$ cat config.mk
export PLATFORM = sky130hd
export DESIGN_NAME = becr_regs
export DESIGN_NICKNAME = d
export VERILOG_FILES = /design/src/logic/becr_pkg.sv /design/src/logic/becr_regs.sv
export SDC_FILE = /design/constraint.sdc
export NUM_CORES = 1
export LEC_CHECK = 0
export ABC_AREA = 1
export BUFFER_PORTS_ARGS = -buffer_cell sky130_fd_sc_hd__buf_2
export CELL_PAD_IN_SITES_DETAIL_PLACEMENT = 1
export CELL_PAD_IN_SITES_GLOBAL_PLACEMENT = 1
export CORE_MARGIN = 2
export CORE_UTILIZATION = 39
export CTS_CLUSTER_SIZE = 20
export DETAILED_ROUTE_END_ITERATION = 10
export GPL_TIMING_DRIVEN = 0
export HOLD_SLACK_MARGIN = 0.05
export PLACE_DENSITY = 0.87
export SLEW_MARGIN = 5
export SYNTH_ARGS = -nofsm -noshare
export SYNTH_HDL_FRONTEND = slang
export SYNTH_SLANG_ARGS = --single-unit
$ cat constraint.sdc
create_clock -name clk -period 1.35 [get_ports clk]
set_input_delay 0.135 -clock clk [delete_from_list [all_inputs] [get_ports clk]]
set_output_delay 0.135 -clock clk [all_outputs]
set_load 0.005 [all_outputs]
$ cat src/logic/becr_pkg.sv
// Package: offsets, field positions and reset values of the extended config tail
package becr_pkg;
  localparam logic [11:0] OFS_SEC_ERR_CAP   = 12'h138;
  localparam logic [11:0] OFS_HLOG0         = 12'h13c;
  localparam logic [11:0] OFS_HLOG1         = 12'h140;
  localparam logic [11:0] OFS_HLOG2         = 12'h144;
  localparam logic [11:0] OFS_HLOG3         = 12'h148;
  localparam logic [11:0] OFS_VC_HDR        = 12'h150;
  localparam logic [11:0] OFS_PVC_CAP1      = 12'h154;
  localparam logic [11:0] OFS_PVC_CAP2      = 12'h158;
  localparam logic [11:0] OFS_PVC_CTL_STS   = 12'h15c;
  localparam logic [11:0] OFS_VC0_RCAP      = 12'h160;
  localparam logic [11:0] OFS_VC0_RCTL      = 12'h164;
  localparam logic [11:0] OFS_VC0_RSTS      = 12'h168;
  localparam logic [11:0] OFS_XIO           = 12'h304;
  localparam logic [11:0] OFS_TIMERS        = 12'h310;
  // VC capability header fields
  localparam logic [15:0] VC_CAP_ID         = 16'h0002;
  localparam logic [3:0]  VC_CAP_VER        = 4'h1;
  localparam logic [11:0] VC_NEXT_PTR       = 12'h000;
  // VC0 resource control
  localparam logic [6:0]  TCVC_MAP_RST      = 7'h7f;
  localparam int          TCVC_LSB          = 1;
  localparam int          VC_EN_BIT         = 31;
  // Extra io fields
  localparam int          XIO_OCLR_LSB      = 0;
  localparam int          XIO_OSET_LSB      = 4;
  localparam int          XIO_ECLR_LSB      = 8;
  localparam int          XIO_ESET_LSB      = 12;
  localparam int          XIO_IN_LSB        = 16;
  // Timers
  localparam logic [11:0] REPLAY_RST        = 12'h115;
  localparam logic [13:0] ACKLAT_RST        = 14'h00cd;
  localparam int          REPLAY_EN_BIT     = 12;
  localparam int          ACKLAT_LSB        = 16;
  // Header log fields
  localparam int          HL_CMD_LO_LSB     = 36;
  localparam int          HL_CMD_HI_LSB     = 40;
  localparam int          HL_ADDR_LO_LSB    = 64;
  localparam int          HL_ADDR_HI_LSB    = 96;
endpackage : becr_pkg

$ cat src/logic/becr_regs.sv
// Register bank: secondary error log, VC capability, extra io, latency timers
// =====================================================================
// Function
// - Write one to clear field zeros output
// - Write one to set field raises output
// - Write one clears output enable bit
// - Write one sets output enable bit
// - Input field shows sampled input pins
// - Log attribute phase into bits 35:0
// - Log first address phase command lower
// - Log DAC second phase command upper
// - Log first phase address third dword
// - Log DAC second address top dword
// - VC next capability pointer reads zero
// - Read-only first error pointer, reset zero
module becr_regs
  import becr_pkg::*;
#(
  parameter int N_IO = 4
) (
  input  wire logic              clk,
  input  wire logic              nrst,
  input  wire logic [11:0]       addr,
  input  wire logic [31:0]       wdata,
  input  wire logic              wr,
  input  wire logic              rd,
  output logic      [31:0]       rdata,
  input  wire logic              log_valid,
  input  wire logic [4:0]        log_first_err,
  input  wire logic [35:0]       log_attr,
  input  wire logic [3:0]        log_cmd_lo,
  input  wire logic [3:0]        log_cmd_hi,
  input  wire logic [31:0]       log_addr_lo,
  input  wire logic [31:0]       log_addr_hi,
  input  wire logic              log_dac,
  input  wire logic [N_IO-1:0]   extra_general_input,
  output logic      [N_IO-1:0]   extra_general_output,
  output logic      [N_IO-1:0]   extra_general_output_oe_n,
  output logic      [6:0]        tc_vc_map,
  output logic      [11:0]       replay_timer,
  output logic                   replay_timer_en,
  output logic      [13:0]       ack_latency_timer
);

  // =====================================================================
  // Storage
  logic [4:0]      first_err;
  logic [127:0]    hlog;
  logic [N_IO-1:0] out_val;
  logic [N_IO-1:0] out_en;
  logic [N_IO-1:0] in_s1;
  logic [N_IO-1:0] in_s2;

  // =====================================================================
  // Decode
  wire w_xio    = wr && (addr == OFS_XIO);
  wire w_rctl   = wr && (addr == OFS_VC0_RCTL);
  wire w_timers = wr && (addr == OFS_TIMERS);
  wire [N_IO-1:0] oclr = wdata[XIO_OCLR_LSB +: N_IO];
  wire [N_IO-1:0] oset = wdata[XIO_OSET_LSB +: N_IO];
  wire [N_IO-1:0] eclr = wdata[XIO_ECLR_LSB +: N_IO];
  wire [N_IO-1:0] eset = wdata[XIO_ESET_LSB +: N_IO];
  // Set wins when both halves hit the same bit in one write
  logic [N_IO-1:0] next_out_val;
  logic [N_IO-1:0] next_out_en;
  genvar gi;
  generate
    for (gi = 0; gi < N_IO; gi++) begin : g_io_bit
      assign next_out_val[gi] = w_xio ? ((out_val[gi] & ~oclr[gi]) | oset[gi]) : out_val[gi];
      assign next_out_en[gi]  = w_xio ? ((out_en[gi] & ~eclr[gi]) | eset[gi]) : out_en[gi];
    end
  endgenerate

  wire [127:0] next_hlog = {
    log_dac ? log_addr_hi : 32'h0000_0000,
    log_addr_lo,
    20'h0_0000,
    log_dac ? log_cmd_hi : 4'h0,
    log_cmd_lo,
    log_attr
  };

  // Fields are four bits wide; a narrower io count reads zero above it
  wire [3:0]  in_w      = 4'(in_s2);
  wire [3:0]  en_w      = 4'(out_en);
  wire [3:0]  val_w     = 4'(out_val);
  wire [31:0] xio_word  = {12'h000, in_w, en_w, en_w, val_w, val_w};
  wire [31:0] vc_hdr    = {VC_NEXT_PTR, VC_CAP_VER, VC_CAP_ID};
  wire [31:0] rctl_word = {1'b1, 7'h00, 8'h00, 8'h00, tc_vc_map, 1'b1};
  wire [31:0] tmr_word  = {2'b00, ack_latency_timer, 3'b000, replay_timer_en, replay_timer};

  logic [31:0] next_rdata;
  always_comb begin
    next_rdata = 32'h0000_0000;
    if (addr == OFS_SEC_ERR_CAP) begin
      next_rdata = {27'h000_0000, first_err};
    end else if (addr == OFS_HLOG0) begin
      next_rdata = hlog[31:0];
    end else if (addr == OFS_HLOG1) begin
      next_rdata = hlog[63:32];
    end else if (addr == OFS_HLOG2) begin
      next_rdata = hlog[95:64];
    end else if (addr == OFS_HLOG3) begin
      next_rdata = hlog[127:96];
    end else if (addr == OFS_VC_HDR) begin
      next_rdata = vc_hdr;
    end else if (addr == OFS_VC0_RCTL) begin
      next_rdata = rctl_word;
    end else if (addr == OFS_XIO) begin
      next_rdata = xio_word;
    end else if (addr == OFS_TIMERS) begin
      next_rdata = tmr_word;
    end
  end

  // =====================================================================
  // Sequential
  always_ff @(posedge clk or negedge nrst) begin
    if (!nrst) begin
      in_s1 <= '0;
      in_s2 <= '0;
    end else begin
      in_s1 <= extra_general_input;
      in_s2 <= in_s1;  // Two stages, pins are asynchronous
    end
  end

  always_ff @(posedge clk or negedge nrst) begin
    if (!nrst) begin
      out_val                   <= '0;
      out_en                    <= '0;
      extra_general_output      <= '0;
      extra_general_output_oe_n <= '1;
    end else begin
      out_val                   <= next_out_val;
      out_en                    <= next_out_en;
      extra_general_output      <= next_out_val & next_out_en;
      extra_general_output_oe_n <= ~next_out_en;
    end
  end

  always_ff @(posedge clk or negedge nrst) begin
    if (!nrst) begin
      first_err <= 5'h00;
      hlog      <= '0;
    end else if (log_valid) begin
      first_err <= log_first_err;
      hlog      <= next_hlog;
    end
  end

  always_ff @(posedge clk or negedge nrst) begin
    if (!nrst) begin
      tc_vc_map         <= TCVC_MAP_RST;
      replay_timer      <= REPLAY_RST;
      replay_timer_en   <= 1'b0;
      ack_latency_timer <= ACKLAT_RST;
    end else begin
      if (w_rctl) begin
        tc_vc_map <= wdata[TCVC_LSB +: 7];
      end
      if (w_timers) begin
        replay_timer      <= wdata[11:0];
        replay_timer_en   <= wdata[REPLAY_EN_BIT];
        ack_latency_timer <= wdata[ACKLAT_LSB +: 14];
      end
    end
  end

  always_ff @(posedge clk or negedge nrst) begin
    if (!nrst) begin
      rdata <= 32'h0000_0000;
    end else begin
      rdata <= rd ? next_rdata : 32'h0000_0000;
    end
  end

  // =====================================================================
  // Assertions
  a_clr_zeroes_out: assert property (@(posedge clk) disable iff (!nrst)
    (w_xio && |(oclr & ~oset)) |=> ((out_val & $past(oclr & ~oset)) == '0))
    else $error("clear write left output set");
  a_set_raises_out: assert property (@(posedge clk) disable iff (!nrst)
    w_xio |=> ((out_val & $past(oset)) == $past(oset)))
    else $error("set write did not raise output");
  a_en_clear: assert property (@(posedge clk) disable iff (!nrst)
    (w_xio && |(eclr & ~eset)) |=> ((out_en & $past(eclr & ~eset)) == '0))
    else $error("enable clear failed");
  a_en_set: assert property (@(posedge clk) disable iff (!nrst)
    w_xio |=> ((out_en & $past(eset)) == $past(eset)))
    else $error("enable set failed");
  a_zero_write_keeps: assert property (@(posedge clk) disable iff (!nrst)
    (w_xio && wdata[15:0] == 16'h0000) |=> $stable(out_val) && $stable(out_en))
    else $error("zero write changed io state");
  a_input_read: assert property (@(posedge clk) disable iff (!nrst)
    (rd && addr == OFS_XIO) |=> (rdata[XIO_IN_LSB +: N_IO] == $past(in_s2)))
    else $error("input field mismatch");
  a_log_addr: assert property (@(posedge clk) disable iff (!nrst)
    log_valid |=> (hlog[HL_ADDR_LO_LSB +: 32] == $past(log_addr_lo)) && (hlog[35:0] == $past(log_attr)))
    else $error("header log address or attribute wrong");
  a_log_dac: assert property (@(posedge clk) disable iff (!nrst)
    (log_valid && !log_dac) |=> (hlog[HL_ADDR_HI_LSB +: 32] == 32'h0000_0000) && (hlog[HL_CMD_HI_LSB +: 4] == 4'h0))
    else $error("dac fields set without dac");
  a_cmd_lo: assert property (@(posedge clk) disable iff (!nrst)
    log_valid |=> (hlog[HL_CMD_LO_LSB +: 4] == $past(log_cmd_lo)))
    else $error("command lower wrong");
  a_vc_next: assert property (@(posedge clk) disable iff (!nrst)
    (rd && addr == OFS_VC_HDR) |=> (rdata[31:20] == 12'h000) && (rdata[15:0] == VC_CAP_ID))
    else $error("vc header wrong");
  a_pin_drive: assert property (@(posedge clk) disable iff (!nrst)
    (extra_general_output & extra_general_output_oe_n) == '0)
    else $error("output driven while disabled");

  a_log_attr: assert property (
    @(posedge clk) disable iff (!nrst)
    log_valid |=>
    (hlog[35:0] == $past(log_attr)))
    else $error("attribute phase not logged");

  a_log_cmd_hi: assert property (
    @(posedge clk) disable iff (!nrst)
    (log_valid && log_dac) |=>
    (hlog[HL_CMD_HI_LSB +: 4] == $past(log_cmd_hi)))
    else $error("command upper not logged");

  a_log_addr_hi: assert property (
    @(posedge clk) disable iff (!nrst)
    (log_valid && log_dac) |=>
    (hlog[HL_ADDR_HI_LSB +: 32] == $past(log_addr_hi)))
    else $error("second address not logged");

  a_log_rsvd: assert property (
    @(posedge clk) disable iff (!nrst)
    1'b1 |->
    (hlog[63:44] == 20'h0_0000))
    else $error("reserved log bits set");

  a_log_hold: assert property (
    @(posedge clk) disable iff (!nrst)
    !log_valid |=>
    $stable(hlog))
    else $error("header log changed without capture");

  a_err_capture: assert property (
    @(posedge clk) disable iff (!nrst)
    log_valid |=>
    (first_err == $past(log_first_err)))
    else $error("first error pointer not captured");

  a_err_hold: assert property (
    @(posedge clk) disable iff (!nrst)
    !log_valid |=>
    $stable(first_err))
    else $error("first error pointer changed");

  a_err_read: assert property (
    @(posedge clk) disable iff (!nrst)
    (rd && addr == OFS_SEC_ERR_CAP) |=>
    (rdata == {27'h000_0000, $past(first_err)}))
    else $error("pointer read wrong");

  a_hlog_read_lo: assert property (
    @(posedge clk) disable iff (!nrst)
    (rd && addr == OFS_HLOG0) |=>
    (rdata == $past(hlog[31:0])))
    else $error("log dword zero read wrong");

  a_hlog_read_cmd: assert property (
    @(posedge clk) disable iff (!nrst)
    (rd && addr == OFS_HLOG1) |=>
    (rdata == $past(hlog[63:32])))
    else $error("log dword one read wrong");

  a_hlog_read_addr: assert property (
    @(posedge clk) disable iff (!nrst)
    (rd && addr == OFS_HLOG2) |=>
    (rdata == $past(hlog[95:64])))
    else $error("log dword two read wrong");

  a_hlog_read_top: assert property (
    @(posedge clk) disable iff (!nrst)
    (rd && addr == OFS_HLOG3) |=>
    (rdata == $past(hlog[127:96])))
    else $error("log dword three read wrong");

  a_val_quiet: assert property (
    @(posedge clk) disable iff (!nrst)
    (w_xio && ((oclr | oset) == '0)) |=>
    $stable(out_val))
    else $error("zero output bits changed output");

  a_en_quiet: assert property (
    @(posedge clk) disable iff (!nrst)
    (w_xio && ((eclr | eset) == '0)) |=>
    $stable(out_en))
    else $error("zero enable bits changed enable");

  a_idle_keeps: assert property (
    @(posedge clk) disable iff (!nrst)
    !w_xio |=>
    ($stable(out_val) && $stable(out_en)))
    else $error("io state changed without write");

  a_pin_value: assert property (
    @(posedge clk) disable iff (!nrst)
    1'b1 |->
    (extra_general_output == (out_val & out_en)))
    else $error("output pin differs from stored value");

  a_pin_enable: assert property (
    @(posedge clk) disable iff (!nrst)
    1'b1 |->
    (extra_general_output_oe_n == ~out_en))
    else $error("output enable pin differs from enable");

  a_xio_read_out: assert property (
    @(posedge clk) disable iff (!nrst)
    (rd && addr == OFS_XIO) |=>
    ((rdata[3:0] == $past(val_w)) && (rdata[7:4] == $past(val_w))))
    else $error("output fields read wrong");

  a_xio_read_en: assert property (
    @(posedge clk) disable iff (!nrst)
    (rd && addr == OFS_XIO) |=>
    ((rdata[11:8] == $past(en_w)) && (rdata[15:12] == $past(en_w))))
    else $error("enable fields read wrong");

  a_xio_rsvd: assert property (
    @(posedge clk) disable iff (!nrst)
    (rd && addr == OFS_XIO) |=>
    (rdata[31:20] == 12'h000))
    else $error("reserved io bits read nonzero");

  a_vc_version: assert property (
    @(posedge clk) disable iff (!nrst)
    (rd && addr == OFS_VC_HDR) |=>
    (rdata[19:16] == VC_CAP_VER))
    else $error("vc version wrong");

  a_vc_regs_zero: assert property (
    @(posedge clk) disable iff (!nrst)
    (rd && (addr == OFS_PVC_CAP1 || addr == OFS_PVC_CAP2 || addr == OFS_PVC_CTL_STS ||
            addr == OFS_VC0_RCAP || addr == OFS_VC0_RSTS)) |=>
    (rdata == 32'h0000_0000))
    else $error("vc read-only word nonzero");

  a_rdata_idle: assert property (
    @(posedge clk) disable iff (!nrst)
    !rd |=>
    (rdata == 32'h0000_0000))
    else $error("read data without read");

  a_rctl_read: assert property (
    @(posedge clk) disable iff (!nrst)
    (rd && addr == OFS_VC0_RCTL) |=>
    (rdata == {1'b1, 23'h00_0000, $past(tc_vc_map), 1'b1}))
    else $error("resource control read wrong");

  a_rctl_write: assert property (
    @(posedge clk) disable iff (!nrst)
    w_rctl |=>
    (tc_vc_map == $past(wdata[TCVC_LSB +: 7])))
    else $error("map write lost");

  a_tmr_write: assert property (
    @(posedge clk) disable iff (!nrst)
    w_timers |=>
    ((replay_timer == $past(wdata[11:0])) && (ack_latency_timer == $past(wdata[ACKLAT_LSB +: 14]))))
    else $error("timer write lost");

  a_tmr_read: assert property (
    @(posedge clk) disable iff (!nrst)
    (rd && addr == OFS_TIMERS) |=>
    ((rdata[31:30] == 2'b00) && (rdata[15:13] == 3'b000)))
    else $error("timer reserved bits nonzero");

  c_set_write: cover property (@(posedge clk) disable iff (!nrst) w_xio && |oset);
  c_en_clear:  cover property (@(posedge clk) disable iff (!nrst) w_xio && |eclr);
  c_log_one:   cover property (@(posedge clk) disable iff (!nrst) log_valid && !log_dac);
  c_log_dac:   cover property (@(posedge clk) disable iff (!nrst) log_valid && log_dac);
  c_read_xio:  cover property (@(posedge clk) disable iff (!nrst) rd && addr == OFS_XIO);

endmodule : becr_regs

==> results.md <==
- Final min period: 1.38 ns
- Proportion of netlist area held by the largest area contributor: 50.9%
- Worst-skew pair later-pin latency: 0.53 ns
- Primary FF master, synth: sky130_fd_sc_hd__dfrtp_1
- Ys Warns: 0
- IO Pins: 241
- Pre-CTS setup slack: -0.730 ns
- Clock-pin slew of the registers on the worst-case setup and hold paths: 0.07 ns
- Pin count of the biggest net entering global routing: 117
- Count of antenna-violating nets left after detailed routing: 0
- Number of enable flip-flop cells after synthesis: 0
- Antenna violations before repair: 2
- Synthesized area per cell: a little over 9 µm²
- Number of design-rule violations left by the first detailed-router iteration: slightly below 500
- Top achievable clock speed: 726 MHz
- Worst path cell trace: buf_2 > inv_1 > nor2_2 > inv_1 > nor2_4 > nand2_2 > buf_4 > nand3_1 > nand2_1 > nand3_1 > nand2_1 > a21oi_1
- Htree depth: 1
- Most frequent standard cell in the layout excluding fill and tap cells: sky130_fd_sc_hd__buf_2
- Largest stage delay on the critical path: 0.26 ns
- Final-layout worst hold slack: 0.130 ns
- Final GP Congestion: approximately 0.86
- Port Buffer Count: 236
- Routed length per instance: 22.1 µm
- Highest-delay cell along the critical path: sky130_fd_sc_hd__nor2_4
- DRT Wirelength: 37,700 µm
- Final setup vio count: 1
- Number of distinct library cells after synthesis: 30
- Total power: 14.6 mW
- Global Route Usage Sum: 30.5%
- Instance count of the mapped netlist: 981
- Leak: 6.61 nW
- Maximum buffer depth of the clock tree: 3
- Count of nets after finishing: 1,573
- Total count of max-transition violations in the final report: 0
- Category of the most critical setup path: in -> reg
- DRC viols: 0
- Filler Cell Count: 2,603
- Async S/R FF share, synth: 100%
- Signed area change from the synthesized netlist to the final layout: 45.5%
- Final-report hold violation count: 0
- Placement row count: 55
- Crit share post-route: 102%
- Total nets after synthesis: 1,148
- Transition time at the pin with the least slew margin: ~0.77 ns
- Power Dens Cells: approximately 1100 mW/mm²
- Sequential-to-total area share from yosys stat: 56.8%
- Class of the most critical hold timing path: in -> reg
- Via-to-Cell Ratio: 5.27
- Finished Core Util: 57.8%
- Largest fanout on the critical path: 10
- Max-cap viol count: 0
- Smallest setup slack after layout: -0.0270 ns
- Crit start category: input port
- Capturing element type of the critical path: flop
- Clock tree sinks: 203
- Share of final-layout standard cells stronger than drive strength 1: 29.8%
- Global-route wire length before repair: 56,500 µm
- Worst supply voltage drop on vdd: 0.000696 V
- Clock buffer count from CTS: 23
- TritonRoute pass-1 iters: 5
- Std-Cell Core Area: 0.0226 mm²
- Number of global-route vias before repair: 10,100
- Mapped cell area: 0.00899 mm²
- Routed via count: around 9,000
- Library cell occupying the most area in the post-synthesis netlist: sky130_fd_sc_hd__dfrtp_1
- Max Clock Skew: 0.0304 ns
- Tightest slew margin relative to the limit: 48.6%
- HPWL reported at the end of detailed placement: 22,400 µm
- Post-Route Setup TNS: -0.0270 ns
- Unrepaired setup endpoints after global routing: true
- Sum of overflow across all layers after global routing: 0
- Synthesized flop and latch total: about 200
- Initial Util: 39.7%
- Highest-count cells in the layout ignoring fill and taps: sky130_fd_sc_hd__buf_2 (243), sky130_fd_sc_hd__nand2_1 (188), sky130_fd_sc_hd__dfrtp_1 (183)
- Width of the die: 156 µm
- Clk Tree Root Cell: sky130_fd_sc_hd__clkbuf_16
- Clock tree from TritonCTS: yes
- Violations in the final reports: negative setup slack
- Required arrival time at the worst endpoint: 1.80 ns
- Total die area: 0.0243 mm²
- DIE HEIGHT: 156 µm
- Main area contributors after synthesis: sky130_fd_sc_hd__dfrtp_1 (51%), sky130_fd_sc_hd__nand2_1 (8.0%), sky130_fd_sc_hd__o21ai_0 (7.3%), sky130_fd_sc_hd__mux2_2 (6.6%), sky130_fd_sc_hd__dfstp_2 (5.8%)
- Worst Path Arrival: 1.82 ns
- Outcome: finished, violations left
[sequential cells by signal, indices dropped and copies added (netlist names), 5 cells and up]
signal	cells
rdata	32
hlog	108
tc_vc_map	7
replay_timer	12
ack_latency_timer	14
first_err	5
[critical path: cells and delay by family]
kind,cells,cell delay (ns)
and+or+nand+nor,7,1.00
AOI/OAI and AO/OA,1,0.19
buffers and inverters,4,0.51
[worst paths after layout]
check | start | end | slack, ns | cells past startpoint
worst min-delay path | wr | tc_vc_map[1] | 0.13 | 4
min in group asynchronous | nrst | hlog[87] | 0.17 | 2
worst max-delay path | addr[6] | rdata[4] | -0.03 | 12
worst max register to register | replay_timer[4] | rdata[4] | 0.07 | 6
worst min register to register | in_s1[2] | in_s2[2] | 0.35 | 0
max in group asynchronous | nrst | hlog[101] | 0.22 | 3
[per-layer routing]
metal  up-vias  share of wire, %  track usage, %
li1       4026                 -               -
met1      4530                38            35.0
met2       348                53            57.4
met3       110               4.9            4.39
met4         0               4.4            11.5
met5         -                 0               0
[per-stage QoR]
| stage | instances | instance area [µm²] |
|---|---|---|
| 2_1_floorplan | 981 | 8990 |
| 3_3_place_gp | 1502 | 10500 |
| 3_5_place_dp | 1503 | 10600 |
| 4_1_cts | 1695 | 12900 |
| 5_1_grt | 1709 | 13100 |
| 6_report | 1709 | 13100 |
[cell type report]
cell class / instances / area, µm² / area share [%]
Inverter: 132 / 500 / 3.83
Clock buffer: 34 / 697 / 5.33
Clock inverter: 7 / 83.8 / 0.641
Tap cell: 285 / 357 / 2.73
Timing Repair Buffer: 400 / 2830 / 21.6
Multi-Input combinational cell: 595 / 3230 / 24.7
Antenna cell: 2 / 5.00 / 0.0383
Sequential cell: 203 / 5100 / 39.0
Buffer: 51 / 275 / 2.10
[cells by family after synthesis]
logic type | after synthesis | share of synthesized area (%)
AND/OR/NAND/NOR | 321 | 15.5
buffers and inverters | 183 | 8.10
AO/OA/AOI/OAI | 215 | 12.2
multiplexers | 59 | 7.39
flip-flops | 203 | 56.8
[power by group]
part	switching (mW)	internal [mW]	total, mW
registers	0.168	6.41	6.58
clock network	2.74	3.79	6.53
logic	0.774	0.717	1.49
[timing repair]
action                     4_1_cts  5_1_grt
setup endpoints to repair       79      224
gates cloned                     0        0
gates resized for setup          7       62
pin swaps                        1        5
hold buffers                   149        1
buffers inserted                 2       11
hold endpoints to repair       254        1
[cells in the mapped netlist (5+ instances only)]
master / count
sky130_fd_sc_hd__buf_2: 13
sky130_fd_sc_hd__nor2_1: 33
sky130_fd_sc_hd__dfrtp_1: 183
sky130_fd_sc_hd__a21oi_1: 57
sky130_fd_sc_hd__nand3_1: 75
sky130_fd_sc_hd__clkbuf_1: 35
sky130_fd_sc_hd__nand2_1: 191
sky130_fd_sc_hd__mux2_2: 53
sky130_fd_sc_hd__inv_1: 126
sky130_fd_sc_hd__o21ai_1: 19
sky130_fd_sc_hd__inv_2: 5
sky130_fd_sc_hd__nand4_1: 5
sky130_fd_sc_hd__o21ai_0: 131
sky130_fd_sc_hd__mux2_1: 6
sky130_fd_sc_hd__dfstp_2: 20
Note: power is estimated with default switching activity, not from simulation.
